**src/rtl/vsr_defs.svh**
```systemverilog
// register indices, field positions, reset values and timing counts of the sync reference port
// assumes inclusion by bare name from the design module or the bench
`ifndef VSR_DEFS_SVH
`define VSR_DEFS_SVH
// register indices; byte address is four times the index
`define VSR_CFG_IDX 10'h06b
`define VSR_PULSE_IDX 10'h070
`define VSR_LINE_IDX 10'h071
`define VSR_CTRL_IDX 10'h072
`define VSR_STAT_IDX 10'h073
// sync_port_config fields
`define VSR_TYPE_LSB 6
`define VSR_HSRC_BIT 5
`define VSR_A_DIR_BIT 4
`define VSR_A_POL_BIT 3
`define VSR_COMPOSITE_BLANK_SELECT_BIT 2
`define VSR_B_DIR_BIT 1
`define VSR_B_POL_BIT 0
// pulse, line and control fields
`define VSR_START_LSB 0
`define VSR_END_LSB 16
`define VSR_FAL_LSB 0
`define VSR_LAL_LSB 16
`define VSR_HORIZONTAL_TRIGGER_PHASE_LSB 0
`define VSR_ESS_BIT 16
`define VSR_PAL_BIT 17
`define VSR_SECAM_BIT 18
// status fields
`define VSR_ST_LINE_LSB 16
`define VSR_ST_SEQ_LSB 26
`define VSR_ST_ODD_BIT 30
// reset values
`define VSR_CFG_RST 8'h00
`define VSR_START_RST 11'h000
`define VSR_END_RST 11'h080
`define VSR_FAL_RST 10'h017
`define VSR_LAL_RST 10'h136
`define VSR_HORIZONTAL_TRIGGER_PHASE_RST 11'h000
`define VSR_PAL_RST 1'b1
// port a type codes
`define VSR_TYPE_VS 2'h0
`define VSR_TYPE_FS 2'h1
`define VSR_TYPE_FIELD_SEQUENCE_SYNC 2'h2
// timing counts
`define VSR_H_LAST 11'h6bf
`define VSR_LINES_625 10'h139
`define VSR_LINES_525 10'h107
`define VSR_VS_LINES 10'h003
`define VSR_SEQ_NTSC 4'h4
`define VSR_SEQ_PAL 4'h8
`define VSR_SEQ_SECAM 4'hc
`endif

```
**src/rtl/vsr_pkg.sv**
```systemverilog
// types shared by the sync reference port and its surroundings
// assumes vsr_defs.svh holds all numeric constants
package vsr_pkg;
	// one driven sync pin: level and active-low output enable
	typedef struct packed {
		logic level;
		logic oe_n;
	} vsr_pin_type;
	// internal timing handed to the encoder core
	typedef struct packed {
		logic [10:0] h_pos;
		logic [9:0] line;
		logic odd_field;
		logic blank;
	} vsr_timing_type;
endpackage

```
**src/rtl/vsr_sync_port.sv**
```systemverilog
// sync reference port: two sync pins, apb register file, line and field timing
// assumes pclk is the pixel clock, embedded sync pulses come from logic on pclk
// Overview of operation
// - type field picks vsync, frame or sequence
// - sequence sync every 4, 8, 12 fields
// - hsync from pin a, embedded, or pin b
// - bit 4 sets pin a direction
// - bit 3 sets pin a polarity or edge
// - pin b output gives horizontal reference pulse
// - pin b input used for hsync and, in blanking mode without embedded sync, for internal blank
// - blanking mode pulse suppressed in vertical blanking
// - blanking mode input also drives internal blank while embedded sync is off
// - bit 1 sets pin b direction
// - bit 0 sets pin b polarity or edge
// - horizontal timing aligned to edge plus phase
`include "vsr_defs.svh"
module vsr_sync_port (
	input wire logic pclk,
	input wire logic presetn,
	input wire logic psel,
	input wire logic penable,
	input wire logic pwrite,
	input wire logic [11:0] paddr,
	input wire logic [31:0] pwdata,
	output logic [31:0] prdata,
	output logic pready,
	output logic pslverr,
	input wire logic sync_port_a_in,
	output vsr_pkg::vsr_pin_type sync_port_a,
	input wire logic sync_port_b_in,
	output vsr_pkg::vsr_pin_type sync_port_b,
	input wire logic embedded_hsync,
	input wire logic embedded_vsync,
	output vsr_pkg::vsr_timing_type timing
);
	// software registers
	logic [7:0] cfg_reg, cfg_next; // sync_port_config
	logic [10:0] start_reg, start_next; // port_b_pulse_start
	logic [10:0] end_reg, end_next; // port_b_pulse_end
	logic [9:0] fal_reg, fal_next; // first_active_line
	logic [9:0] lal_reg, lal_next; // last_active_line
	logic [10:0] horizontal_trigger_phase_reg, horizontal_trigger_phase_next; // horizontal_trigger_phase
	logic ess_reg, ess_next; // embedded_sync_select
	logic pal_reg, pal_next;
	logic secam_reg, secam_next;
	logic [31:0] prdata_reg, prdata_next;
	// pin synchronisers and filtered levels
	logic [2:0] a_pipe_reg, a_pipe_next;
	logic [2:0] b_pipe_reg, b_pipe_next;
	logic a_lvl_reg, a_lvl_next, a_prev_reg, a_prev_next;
	logic b_lvl_reg, b_lvl_next, b_prev_reg, b_prev_next;
	// timing state
	logic [10:0] hcount_reg, hcount_next;
	logic [9:0] line_reg, line_next;
	logic [3:0] seq_reg, seq_next;
	logic odd_reg, odd_next;
	// registered pin and timing outputs
	vsr_pkg::vsr_pin_type a_out_reg, a_out_next, b_out_reg, b_out_next;
	vsr_pkg::vsr_timing_type tim_reg, tim_next;
	// decoded config and events
	logic [1:0] a_type;
	logic hsrc, a_dir, a_pol, composite_blank_select, b_dir, b_pol;
	logic a_edge, b_edge, h_edge, v_edge, line_end, field_adv;
	logic [3:0] seq_len;
	logic [9:0] field_lines;
	logic a_active, b_window, b_active, in_active_lines;
	logic access, hit, wr_en, setup;
	logic [9:0] idx;

	assign a_type = cfg_reg[`VSR_TYPE_LSB +: 2];
	assign hsrc = cfg_reg[`VSR_HSRC_BIT];
	assign a_dir = cfg_reg[`VSR_A_DIR_BIT];
	assign a_pol = cfg_reg[`VSR_A_POL_BIT];
	assign composite_blank_select = cfg_reg[`VSR_COMPOSITE_BLANK_SELECT_BIT];
	assign b_dir = cfg_reg[`VSR_B_DIR_BIT];
	assign b_pol = cfg_reg[`VSR_B_POL_BIT];

	// apb decode; zero wait states, so pready follows penable
	assign idx = paddr[11:2];
	assign setup = psel & ~penable;
	assign access = psel & penable;
	assign hit = (paddr[1:0] == 2'h0) && ((idx == `VSR_CFG_IDX) || (idx == `VSR_PULSE_IDX) ||
		(idx == `VSR_LINE_IDX) || (idx == `VSR_CTRL_IDX) || (idx == `VSR_STAT_IDX));
	assign wr_en = access & pwrite & hit;
	assign pready = access;
	assign pslverr = access & ~hit; // unmapped address answers with an error
	assign prdata = prdata_reg;

	// register writes; status register is read-only, writes to it are dropped
	always_comb begin
		cfg_next = cfg_reg;
		start_next = start_reg;
		end_next = end_reg;
		fal_next = fal_reg;
		lal_next = lal_reg;
		horizontal_trigger_phase_next = horizontal_trigger_phase_reg;
		ess_next = ess_reg;
		pal_next = pal_reg;
		secam_next = secam_reg;
		if (wr_en) begin
			case (idx)
				`VSR_CFG_IDX: cfg_next = pwdata[7:0];
				`VSR_PULSE_IDX: begin
					start_next = pwdata[`VSR_START_LSB +: 11];
					end_next = pwdata[`VSR_END_LSB +: 11];
				end
				`VSR_LINE_IDX: begin
					fal_next = pwdata[`VSR_FAL_LSB +: 10];
					lal_next = pwdata[`VSR_LAL_LSB +: 10];
				end
				`VSR_CTRL_IDX: begin
					horizontal_trigger_phase_next = pwdata[`VSR_HORIZONTAL_TRIGGER_PHASE_LSB +: 11];
					ess_next = pwdata[`VSR_ESS_BIT];
					pal_next = pwdata[`VSR_PAL_BIT];
					secam_next = pwdata[`VSR_SECAM_BIT];
				end
				default: cfg_next = cfg_reg;
			endcase
		end
	end

	// read data captured in the setup cycle so it comes from a flop in the access cycle
	always_comb begin
		prdata_next = prdata_reg;
		if (setup) begin
			case (idx)
				`VSR_CFG_IDX: prdata_next = {24'h000000, cfg_reg};
				`VSR_PULSE_IDX: prdata_next = {5'h00, end_reg, 5'h00, start_reg};
				`VSR_LINE_IDX: prdata_next = {6'h00, lal_reg, 6'h00, fal_reg};
				`VSR_CTRL_IDX: prdata_next = {13'h0000, secam_reg, pal_reg, ess_reg, 5'h00, horizontal_trigger_phase_reg};
				`VSR_STAT_IDX: prdata_next = {1'b0, odd_reg, seq_reg, line_reg, 5'h00, hcount_reg};
				default: prdata_next = 32'h00000000;
			endcase
			// an unaligned address matches a register index but must still read zero
			if (paddr[1:0] != 2'h0) begin
				prdata_next = 32'h00000000;
			end
		end
	end

	always_ff @(posedge pclk or negedge presetn) begin
		if (!presetn) begin
			cfg_reg <= `VSR_CFG_RST;
			start_reg <= `VSR_START_RST;
			end_reg <= `VSR_END_RST;
			fal_reg <= `VSR_FAL_RST;
			lal_reg <= `VSR_LAL_RST;
			horizontal_trigger_phase_reg <= `VSR_HORIZONTAL_TRIGGER_PHASE_RST;
			ess_reg <= 1'b0;
			pal_reg <= `VSR_PAL_RST;
			secam_reg <= 1'b0;
			prdata_reg <= 32'h00000000;
		end else begin
			cfg_reg <= cfg_next;
			start_reg <= start_next;
			end_reg <= end_next;
			fal_reg <= fal_next;
			lal_reg <= lal_next;
			horizontal_trigger_phase_reg <= horizontal_trigger_phase_next;
			ess_reg <= ess_next;
			pal_reg <= pal_next;
			secam_reg <= secam_next;
			prdata_reg <= prdata_next;
		end
	end

	// pin synchronisers: level accepted once stages two and three agree
	always_comb begin
		a_pipe_next = {a_pipe_reg[1:0], sync_port_a_in};
		b_pipe_next = {b_pipe_reg[1:0], sync_port_b_in};
		a_lvl_next = (a_pipe_reg[1] == a_pipe_reg[2]) ? a_pipe_reg[2] : a_lvl_reg;
		b_lvl_next = (b_pipe_reg[1] == b_pipe_reg[2]) ? b_pipe_reg[2] : b_lvl_reg;
		a_prev_next = a_lvl_reg;
		b_prev_next = b_lvl_reg;
	end

	always_ff @(posedge pclk or negedge presetn) begin
		if (!presetn) begin
			a_pipe_reg <= 3'h0;
			b_pipe_reg <= 3'h0;
			a_lvl_reg <= 1'b0;
			b_lvl_reg <= 1'b0;
			a_prev_reg <= 1'b0;
			b_prev_reg <= 1'b0;
		end else begin
			a_pipe_reg <= a_pipe_next;
			b_pipe_reg <= b_pipe_next;
			a_lvl_reg <= a_lvl_next;
			b_lvl_reg <= b_lvl_next;
			a_prev_reg <= a_prev_next;
			b_prev_reg <= b_prev_next;
		end
	end

	// active edge per polarity: rising when clear, falling when set
	assign a_edge = a_pol ? (a_prev_reg & ~a_lvl_reg) : (a_lvl_reg & ~a_prev_reg);
	assign b_edge = b_pol ? (b_prev_reg & ~b_lvl_reg) : (b_lvl_reg & ~b_prev_reg);
	// hsync source; with both select bits set the embedded sync still wins
	assign h_edge = ess_reg ? embedded_hsync : (hsrc ? b_edge : a_edge);
	// vertical reference only taken from pin a while it is an input
	assign v_edge = ess_reg ? embedded_vsync : (~a_dir & a_edge);
	assign line_end = (hcount_reg == `VSR_H_LAST);
	assign seq_len = secam_reg ? `VSR_SEQ_SECAM : (pal_reg ? `VSR_SEQ_PAL : `VSR_SEQ_NTSC);
	assign field_lines = pal_reg ? `VSR_LINES_625 : `VSR_LINES_525;
	// field runs free only while the device makes vertical timing itself
	assign field_adv = v_edge | (line_end & a_dir & (line_reg == field_lines - 10'h001));

	// line and field counters; hsync edge reloads the phase value
	always_comb begin
		hcount_next = line_end ? 11'h000 : hcount_reg + 11'h001;
		line_next = line_end ? line_reg + 10'h001 : line_reg;
		seq_next = seq_reg;
		odd_next = odd_reg;
		if (h_edge) begin
			hcount_next = horizontal_trigger_phase_reg;
		end
		if (field_adv) begin
			line_next = 10'h000;
			odd_next = ~odd_reg;
			seq_next = (seq_reg >= seq_len - 4'h1) ? 4'h0 : seq_reg + 4'h1;
		end
	end

	always_ff @(posedge pclk or negedge presetn) begin
		if (!presetn) begin
			hcount_reg <= 11'h000;
			line_reg <= 10'h000;
			seq_reg <= 4'h0;
			odd_reg <= 1'b0;
		end else begin
			hcount_reg <= hcount_next;
			line_reg <= line_next;
			seq_reg <= seq_next;
			odd_reg <= odd_next;
		end
	end

	// pin a content by type; type 11 just holds the inactive level
	always_comb begin
		case (a_type)
			`VSR_TYPE_VS: a_active = (line_reg < `VSR_VS_LINES);
			`VSR_TYPE_FS: a_active = odd_reg;
			`VSR_TYPE_FIELD_SEQUENCE_SYNC: a_active = (line_reg < `VSR_VS_LINES) && (seq_reg == 4'h0);
			default: a_active = 1'b0;
		endcase
	end

	assign b_window = (hcount_reg >= start_reg) && (hcount_reg < end_reg);
	assign in_active_lines = (line_reg >= fal_reg) && (line_reg <= lal_reg);
	// reference pulse runs through vertical blanking unless blanking mode is on
	assign b_active = b_window & (~composite_blank_select | in_active_lines);

	// registered pin drive and timing outputs
	always_comb begin
		a_out_next.level = a_active ^ a_pol;
		a_out_next.oe_n = ~a_dir;
		b_out_next.level = b_active ^ b_pol;
		b_out_next.oe_n = ~b_dir;
		tim_next.h_pos = hcount_reg;
		tim_next.line = line_reg;
		tim_next.odd_field = odd_reg;
		// external blanking input only honoured in blanking mode as input, no embedded sync
		if (composite_blank_select & ~b_dir & ~ess_reg) begin
			tim_next.blank = ~(b_lvl_reg ^ b_pol);
		end else begin
			tim_next.blank = ~in_active_lines;
		end
	end

	always_ff @(posedge pclk or negedge presetn) begin
		if (!presetn) begin
			a_out_reg <= 2'b01;
			b_out_reg <= 2'b01;
			tim_reg <= '0;
		end else begin
			a_out_reg <= a_out_next;
			b_out_reg <= b_out_next;
			tim_reg <= tim_next;
		end
	end

	assign sync_port_a = a_out_reg;
	assign sync_port_b = b_out_reg;
	assign timing = tim_reg;
endmodule

```
**config.mk**
```make
export PLATFORM = sky130hd
export DESIGN_NAME = vsr_sync_port
export DESIGN_NICKNAME = d
export VERILOG_FILES = /design/src/rtl/vsr_pkg.sv /design/src/rtl/vsr_sync_port.sv
export VERILOG_INCLUDE_DIRS = /design/src /design/src/rtl
export SDC_FILE = /design/constraint.sdc
export NUM_CORES = 1
export LEC_CHECK = 0
export BUFFER_PORTS_ARGS = -buffer_cell sky130_fd_sc_hd__buf_4
export CORE_MARGIN = 10
export CORE_UTILIZATION = 40
export DETAILED_ROUTE_END_ITERATION = 10
export MAX_ROUTING_LAYER = met4
export SLEW_MARGIN = 25
export SYNTH_ARGS = -nofsm -noshare
export SYNTH_HDL_FRONTEND = slang
export SYNTH_SLANG_ARGS = --single-unit
```
**constraint.sdc**
```tcl
create_clock -name pclk -period 7.2 [get_ports pclk]
set_clock_uncertainty 0.1 [all_clocks]
set_input_delay 0.72 -clock pclk [delete_from_list [all_inputs] [get_ports pclk]]
set_output_delay 0.72 -clock pclk [all_outputs]
set_load 0.01 [all_outputs]
```
==> results_dict.tcl, run 1 <==
set metrics [dict create \
    hp-class "input port to async pin" \
    dp_slack_ns 3.23 \
    drv_slew 0 \
    hold_ws_ns 0.245 \
    max_cap_viol_count 0 \
    antenna_found_initial 0 \
    n_fill_cell 1696 \
    drc_errors 0 \
    wirelength_um 20700 \
    area_growth_pct 20.6 \
    dieArea_um2 24700 \
    cp_slowest_cell "or4b_4" \
    cp_data_arrival_time_ns 2.79 \
    setup_viol 0 \
    synth.avg_cell_area_um2 10.7 \
    ys_seq_area_share_pct 51.0 \
    worst_slack_ns 3.59 \
    required_ns 6.38 \
    worstSetupPathType "input port to primary output" \
    relSlewSlack_pct 39.4 \
    ant_nets 0 \
    grt_pass1_wl_um 33000 \
    dieHeight_um 157 \
    dr.pass1.iters 5 \
    multiInputGateArea_um2 3370 \
    yosysWarnings 0 \
    diodes 0 \
    core-area_um2 18600 \
    postCtsSetupRepairBufs 0 \
    min_period_ns 3.61 \
    final_common_cell "dfrtp_1" \
    ys_async_sr_fraction_pct 100 \
    tightest_slew_ns 0.902 \
    crit_path_cell_trace "buf_4, or4b_4, nor3b_4, and4b_1, inv_2, nand2_1, a21boi_0, buf_4" \
    num_rows 50 \
    synth.distinct_cells 60 \
    insertion_delay_ns 0.43 \
    setup_tns_ns 0 \
    p_leak_nw 4.51 \
    grt_overflow 0 \
    syn_area_um2 7540 \
    io_buffers 97 \
    path_common_cell "buf_4" \
    place_congestion 0.885 \
    path_max_fanout 9 \
    cts_tree "built" \
    total_power_mw 2.05 \
    synth_cells 707 \
    clock-root-buffer "clkbuf_16" \
    synth_seq_cells 153 \
    synth-main-ff-cell "dfrtp_1" \
    status "finished, final reports clean" \
    timing.final.crit_share_pct 50.1 \
    placed_cell_area_um2 8490 \
    design_area_um2 9090 \
    hold_violations 0 \
    routed-via-count 5593 \
    io_pins 114 \
    mostFrequentLayoutCells "dfrtp_1, buf_4, nand2_1" \
    avgViaCountPerCell 5.34 \
    dp_hpwl_um 15200 \
    synth_edf_count 0 \
    cp-start-kind "input port" \
    cts-buffers-inserted 17 \
    h-tree-depth 4 \
    hold_buffers 0 \
    drive_gt1_share_pct 23.7 \
    grt_pass1_vias 5867 \
    drtIter0Drc 401 \
    die_w_um 157 \
    largest_reg_flops 26 \
    endpoint_kind "primary output" \
    wl_per_cell_um 19.8 \
    rsz0062_at_grt "no" \
    regArea_um2 3840 \
    grt_max_degree 89 \
    cts_resized 0 \
    initial_core_util_pct 40.4 \
    cts_sinks 153 \
    grtUsageTotal_pct 17.8 \
    clockBufferDepth 2 \
    vdd_drop_max_mv 0.165 \
    nNetsFinal 902 \
    fmax_mhz 277 \
    pwr_density_cell_nw_per_um2 226 \
    crit_path_max_incr_delay_ns 0.53 \
    clk_pin_slew_worst_paths_ns 0.06 \
]
## cell usage after synthesis (2+ instances only)
cell type | n | share of area (%)
dfrtp_1 | 140 | 46
nand2_1 | 88 | 4.4
o21ai_0 | 70 | 4.6
inv_1 | 54 | 2.7
ha_1 | 47 | 7.8
nor2_1 | 37 | 1.8
mux2_2 | 24 | 3.6
a21oi_1 | 21 | 1.4
nand3_1 | 21 | 1.4
clkbuf_1 | 18 | 0.90
mux2i_1 | 18 | 2.4
dfstp_2 | 13 | 4.5
a22o_1 | 12 | 1.4
xnor2_1 | 11 | 1.3
nand2b_1 | 10 | 0.83
mux4_2 | 9 | 2.7
xor2_1 | 9 | 1.0
buf_4 | 8 | 0.80
nor3_1 | 8 | 0.53
o31ai_1 | 7 | 0.70
buf_2 | 6 | 0.40
nand4_1 | 6 | 0.50
a211oi_1 | 5 | 0.50
a21o_1 | 5 | 0.50
a22oi_1 | 4 | 0.40
a32o_1 | 4 | 0.53
and3_1 | 4 | 0.33
o221ai_1 | 4 | 0.46
a211o_1 | 3 | 0.35
nor2b_1 | 3 | 0.25
nor4_1 | 3 | 0.25
a2111oi_0 | 2 | 0.23
a31oi_1 | 2 | 0.17
maj3_1 | 2 | 0.27
o2111ai_1 | 2 | 0.23
o21ai_1 | 2 | 0.13
or3_1 | 2 | 0.17
## cells by family after synthesis
group	after synthesis	synth area share, %
xor+xnor	20	2.32
simple gates	194	12.2
mux	52	8.81
compound gates	150	12.7
fa+ha+maj	49	8.07
other cells	1	0.0498
buf+inv	88	4.88
flops	153	51.0
## metrics by stage
step | util, % | cells
floorplan | - | 712
global placement | 45.5 | 1016
detailed placement | 45.5 | 1017
CTS | 48.7 | 1048
global route | 48.8 | 1048
finish | 48.8 | 1048
## power by group
group	switching, mW	internal, mW
logic	0.109	0.0884
registers	0.0568	0.898
clock network	0.352	0.550
total	0.518	1.54
## worst paths after layout
| path | endpoint | slack, ns | cells after the start | from |
|---|---|---|---|---|
| max | pslverr | 3.59 | 8 | paddr[10] |
| min | prdata[7] | 0.25 | 1 | presetn |
| max reg2reg | seq_reg[3] | 4.22 | 8 | hcount_reg[0] |
| min reg2reg | b_pipe_reg[1] | 0.25 | 0 | b_pipe_reg[0] |
| max in group asynchronous | timing[8] | 5.39 | 2 | presetn |
| min in group pclk | b_pipe_reg[1] | 0.25 | 0 | b_pipe_reg[0] |
## cell type report
type,count,area share (%)
clock buffer,19,4.87
timing repair buffer,103,8.55
inverter,56,2.31
tap,234,3.22
multi-input combinational,471,37.1
clock inverter,12,1.65
sequential,153,42.3
## critical path, delay by kind of cell
kind,cells,cell delay (ns)
AO/OA/AOI/OAI,1,0.09
buffers and inverters,3,0.42
AND/OR/NAND/NOR,4,1.55
## routing by layer
layer | share of wire (%) | global-route usage [%] | routed length, um | vias up
met4 | 2.2 | 6.63 | 456 | 0
li1 | - | - | - | 2662
met3 | 5.1 | 3.68 | 1050 | 24
met1 | 46 | 22.9 | 9610 | 2733
met5 | 0 | - | 0 | -
met2 | 46 | 27.3 | 9600 | 174
(Power assumes the default switching activity.)
==> inputs of run 2 (changes only) <==
==> constraint.sdc (replaced) <==
create_clock -name pclk -period 3.16 [get_ports pclk]
set_clock_uncertainty 0.1 [all_clocks]
set_input_delay 0.316 -clock pclk [delete_from_list [all_inputs] [get_ports pclk]]
set_output_delay 0.316 -clock pclk [all_outputs]
set_load 0.01 [all_outputs]
==> results_dict.tcl, run 2 (synthesis results as in run 1) <==
set metrics [dict create \
    grt_overflow 0 \
    drc_errors 0 \
    dr.pass1.iters 6 \
    dieArea_um2 24700 \
    setup_tns_ns 0 \
    r2r_start "hcount_reg[0]" \
    relSlewSlack_pct 49.6 \
    crit_path_cell_trace "ha_1, nand3_1, nor4_2, buf_4, o2111ai_1, nand2_1, nand2_1, o31ai_1" \
    crit_path_max_incr_delay_ns 0.54 \
    wl_met2_um 9850 \
    wirelength_um 20900 \
    drv_slew 0 \
    grt_pass1_vias 6009 \
    design_area_um2 9270 \
    status "finished, final reports clean" \
    routed-via-count 5662 \
    reg2regPathDepth 8 \
    ant_nets 0 \
    cp-start-kind "flip-flop" \
    h-tree-depth 4 \
    cts_resized 0 \
    drive_gt1_share_pct 24.7 \
    grt_pass1_wl_um 33100 \
    cp_slowest_cell "dfrtp_1" \
    setup_viol 0 \
    reg2reg_to "seq_reg[3]" \
    area_growth_pct 23.0 \
    cts_tree "built" \
    min_period_ns 2.61 \
    wl_per_cell_um 19.6 \
    path_common_cell "nand2_1" \
    initial_core_util_pct 40.4 \
    rsz0062_at_grt "no" \
    hp-class "input port to flip-flop" \
    mostFrequentLayoutCells "dfrtp_1, buf_4, nand2_1" \
    hold_ws_ns 0.0184 \
    place_congestion 0.899 \
    drtIter0Drc 443 \
    tightest_slew_ns 0.754 \
    crit_end "seq_reg[3]" \
    dieHeight_um 157 \
    worstSetupPathType "flip-flop to flip-flop" \
    p_leak_nw 4.61 \
    max_cap_viol_count 0 \
    startpoint "hcount_reg[0]" \
    top_layer_used "met4" \
    final_common_cell "dfrtp_1" \
    postCtsSetupRepairBufs 0 \
    cp_data_arrival_time_ns 2.85 \
    endpoint_kind "flip-flop" \
    io_buffers 97 \
    placed_cell_area_um2 8600 \
    grt_max_degree 80 \
    hold_violations 0 \
    routed-wl-met3_um 1180 \
    antenna_found_initial 0 \
    core-area_um2 18600 \
    diodes 0 \
    io_pins 114 \
    r2r_setup_slack_ns 0.55 \
    pwr_density_cell_nw_per_um2 512 \
    largest_reg_flops 26 \
    nNetsFinal 920 \
    clockBufferDepth 2 \
    vdd_drop_max_mv 0.356 \
    num_rows 50 \
    timing.final.crit_share_pct 82.6 \
    clk_pin_slew_worst_paths_ns 0.06 \
    hold_buffers 6 \
    wirelength_met1_um 9530 \
    clock-root-buffer "clkbuf_16" \
    grtUsageTotal_pct 18.0 \
    path_max_fanout 14 \
    fmax_mhz 383 \
    cts_sinks 153 \
    insertion_delay_ns 0.43 \
    required_ns 3.40 \
    avgViaCountPerCell 5.31 \
    cts-buffers-inserted 17 \
    die_w_um 157 \
    dp_hpwl_um 15500 \
]
-- run 2: changes by cell type in the layout (fill, tap and decap cells not counted), moves of 2 or more --
cell           change
clkinv_4           +2
buf_12             +2
buf_4             +10
dlygate4sd3_1      +6
clkinvlp_4         -2
inv_6              +2
-- run 2: worst min-delay path by stage --
| stage | start | endpoint | slack [ns] | depth (start not counted) |
|---|---|---|---|---|
| floorplan | presetn | a_lvl_reg | -0.08 | 0 |
| global placement | a_pipe_reg[0] | a_pipe_reg[1] | 0.23 | 0 |
| detailed placement | a_pipe_reg[0] | a_pipe_reg[1] | 0.23 | 0 |
| CTS | pwdata[20] | end_reg[4] | 0.005 | 3 |
| global route | pwdata[21] | end_reg[5] | 0.01 | 3 |
| finish | pwdata[8] | fal_reg[8] | 0.02 | 3 |
-- run 2: cell type report --
| type | instances | area [um2] |
|---|---|---|
| clock buffers | 18 | 439 |
| clock inverters | 14 | 170 |
| fillers | 1698 | 9370 |
| inverters | 56 | 210 |
| multi-input cells | 471 | 3360 |
| flip-flops and latches | 153 | 3840 |
| well taps | 234 | 293 |
| repair buffers | 121 | 952 |
-- run 2: power breakdown --
part           switching, mW  total (mW)  internal, mW
clock                  0.840        2.11          1.27
sequential             0.122        2.17          2.05
combinational          0.257       0.472         0.214
-- run 2: worst max-delay path, delay by kind of cell (launching register included) --
| family | cells | cell delay, ns |
|---|---|---|
| simple gates | 4 | 0.89 |
| flops | 1 | 0.54 |
| compound gates | 2 | 0.43 |
| buf+inv | 1 | 0.28 |
| fa+ha+maj | 1 | 0.26 |
-- run 2: metrics by stage --
stage / setup slack [ns] / total power [mW] / cells / util, %
after global placement: 0.402 / 2.64 / 1029 / 46.1
after detailed placement: 0.321 / 2.66 / 1029 / 46.1
final: 0.549 / 4.75 / 1067 / 49.7
after CTS: 0.572 / 4.78 / 1067 / 49.7
after global routing: 0.312 / 4.94 / 1067 / 49.7
after floorplan: 0.645 / 2.40 / 712 / -
-- run 2: routing by layer --
layer	vias up	global-route usage, %
met5	-	-
met4	0	6.41
met3	23	4.39
met2	171	28.1
met1	2767	22.5
li1	2701	-
==> inputs of run 3 (changes only) <==
==> constraint.sdc (replaced) <==
create_clock -name pclk -period 2.4 [get_ports pclk]
set_clock_uncertainty 0.1 [all_clocks]
set_input_delay 0.24 -clock pclk [delete_from_list [all_inputs] [get_ports pclk]]
set_output_delay 0.24 -clock pclk [all_outputs]
set_load 0.01 [all_outputs]
==> results_dict.tcl, run 3 (synthesis results as in run 1) <==
set metrics [dict create \
    p_leak_nw 4.93 \
    worstSetupPathType "flip-flop to flip-flop" \
    hold_violations 0 \
    avgViaCountPerCell 5.24 \
    design_area_um2 9850 \
    wirelength_met1_um 9880 \
    place_congestion 0.860 \
    r2r_start "line_reg[0]" \
    cp_data_arrival_time_ns 2.54 \
    fin_util_pct 52.8 \
    dr.pass1.iters 5 \
    cts_sinks 153 \
    antenna_found_initial 0 \
    hp-class "input port to flip-flop" \
    drc_errors 0 \
    crit_path_cell_trace "ha_1, nor3_1, nand3_1, or4b_2, a22oi_1, xor2_1" \
    min_to "seq_reg[0]" \
    top_layer_used "met4" \
    nNetsFinal 983 \
    largest_reg_flops 26 \
    postCtsSetupRepairBufs 0 \
    grt_pass1_vias 6257 \
    cp-start-kind "flip-flop" \
    reg2reg_to "sync_port_a[1]" \
    initial_core_util_pct 40.4 \
    fmax_mhz 434 \
    max_cap_viol_count 0 \
    timing.final.crit_share_pct 96.0 \
    crit_path_max_incr_delay_ns 0.65 \
    hp-start "embedded_vsync" \
    rsz0062_at_grt "no" \
    startpoint "line_reg[0]" \
    area_growth_pct 30.7 \
    dieHeight_um 157 \
    grtUsageTotal_pct 18.5 \
    mostFrequentLayoutCells "buf_4, dfrtp_1, nand2_1" \
    die_w_um 157 \
    wl_per_cell_um 19.1 \
    path_max_fanout 5 \
    hold_ws_ns 0.161 \
    wl_met2_um 10300 \
    h-tree-depth 4 \
    io_pins 114 \
    setup_viol 0 \
    required_ns 2.64 \
    setup_tns_ns 0 \
    status "finished, final reports clean" \
    cts_tree "built" \
    drtIter0Drc 420 \
    clockBufferDepth 2 \
    r2r_setup_slack_ns 0.1 \
    insertion_delay_ns 0.42 \
    ant_nets 0 \
    routed-via-count 5918 \
    pwr_density_cell_nw_per_um2 630 \
    tightest_slew_ns 0.598 \
    cts-buffers-inserted 17 \
    cp_slowest_cell "or4b_2" \
    diodes 0 \
    relSlewSlack_pct 60.1 \
    grt_max_degree 61 \
    grt_pass1_wl_um 34600 \
    final_common_cell "buf_4" \
    clock-root-buffer "clkbuf_16" \
    min_period_ns 2.30 \
    core-area_um2 18600 \
    drive_gt1_share_pct 27.7 \
    wirelength_um 21600 \
    dieArea_um2 24700 \
    routed-wl-met3_um 1060 \
    reg2regPathDepth 6 \
    clk_pin_slew_worst_paths_ns 0.06 \
    drv_slew 0 \
    placed_cell_area_um2 9010 \
    endpoint_kind "flip-flop" \
    dp_hpwl_um 16600 \
    total_power_mw 6.20 \
    grt_overflow 0 \
    whs_path_depth 4 \
    io_buffers 97 \
    num_rows 50 \
    vdd_drop_max_mv 0.492 \
]
-- run 3: cell types whose count changed in the layout (fill, tap and decap cells not counted), moves of 3 or more --
cell and delta:
buf_4 +41, dlygate4sd3_1 +19, mux2_4 +7, mux2_2 -6, clkbuf_1 +5, buf_12 +3, clkinv_4 -3, inv_6 -3
-- run 3: critical path: cells and delay by family, from the launching register on --
| family | cells | cell delay [ns] |
|---|---|---|
| and+or+nand+nor | 3 | 0.97 |
| xor gates and xnor gates | 1 | 0.19 |
| adders and majority gates | 1 | 0.27 |
| DFF | 1 | 0.42 |
| AOI/OAI and AO/OA | 1 | 0.29 |
-- run 3: worst max-delay path by stage --
stage | to | slack, ns
finish | sync_port_a[1] | 0.1
global route | seq_reg[3] | 0.01
CTS | sync_port_b[1] | 0.003
detailed placement | horizontal_trigger_phase_reg[2] | -0.16
global placement | horizontal_trigger_phase_reg[4] | -0.11
floorplan | ess_reg | -0.03
-- run 3: cell type report --
| class | count | area (um2) |
|---|---|---|
| Sequential cell | 153 | 3840 |
| Tap cell | 234 | 293 |
| Clock inverter | 9 | 123 |
| Clock buffer | 23 | 458 |
| Inverter | 56 | 210 |
| Timing Repair Buffer | 184 | 1510 |
| Multi-Input combinational cell | 471 | 3410 |
| Fill cell | 1669 | 8790 |
-- run 3: repair_timing --
item	4_1_cts	5_1_grt
cloned	0	0
hold endpoints to repair	114	0
endpoints found under the setup margin	1	1
gates resized for setup	1	2
hold buffers	25	0
-- run 3: power breakdown --
group	internal (mW)	switching (mW)	leakage [nW]
Clock	1.65	1.02	0.285
Combinational	0.335	0.362	2.77
Sequential	2.70	0.133	1.88
Total	4.68	1.52	4.93
-- run 3: routing by layer --
| layer | vias to the layer above | track usage [%] |
|---|---|---|
| met5 | - | - |
| met4 | 0 | 5.12 |
| met3 | 20 | 3.93 |
| met2 | 180 | 29.3 |
| met1 | 2893 | 23.7 |
| li1 | 2825 | - |
-- run 3: per-stage QoR --
stage	instances	setup WS (ns)
2_1_floorplan	712	-0.0286
4_1_cts	1130	0.00293
3_5_place_dp	1073	-0.157
5_1_grt	1130	0.0129
3_3_place_gp	1073	-0.109
6_report	1130	0.0961
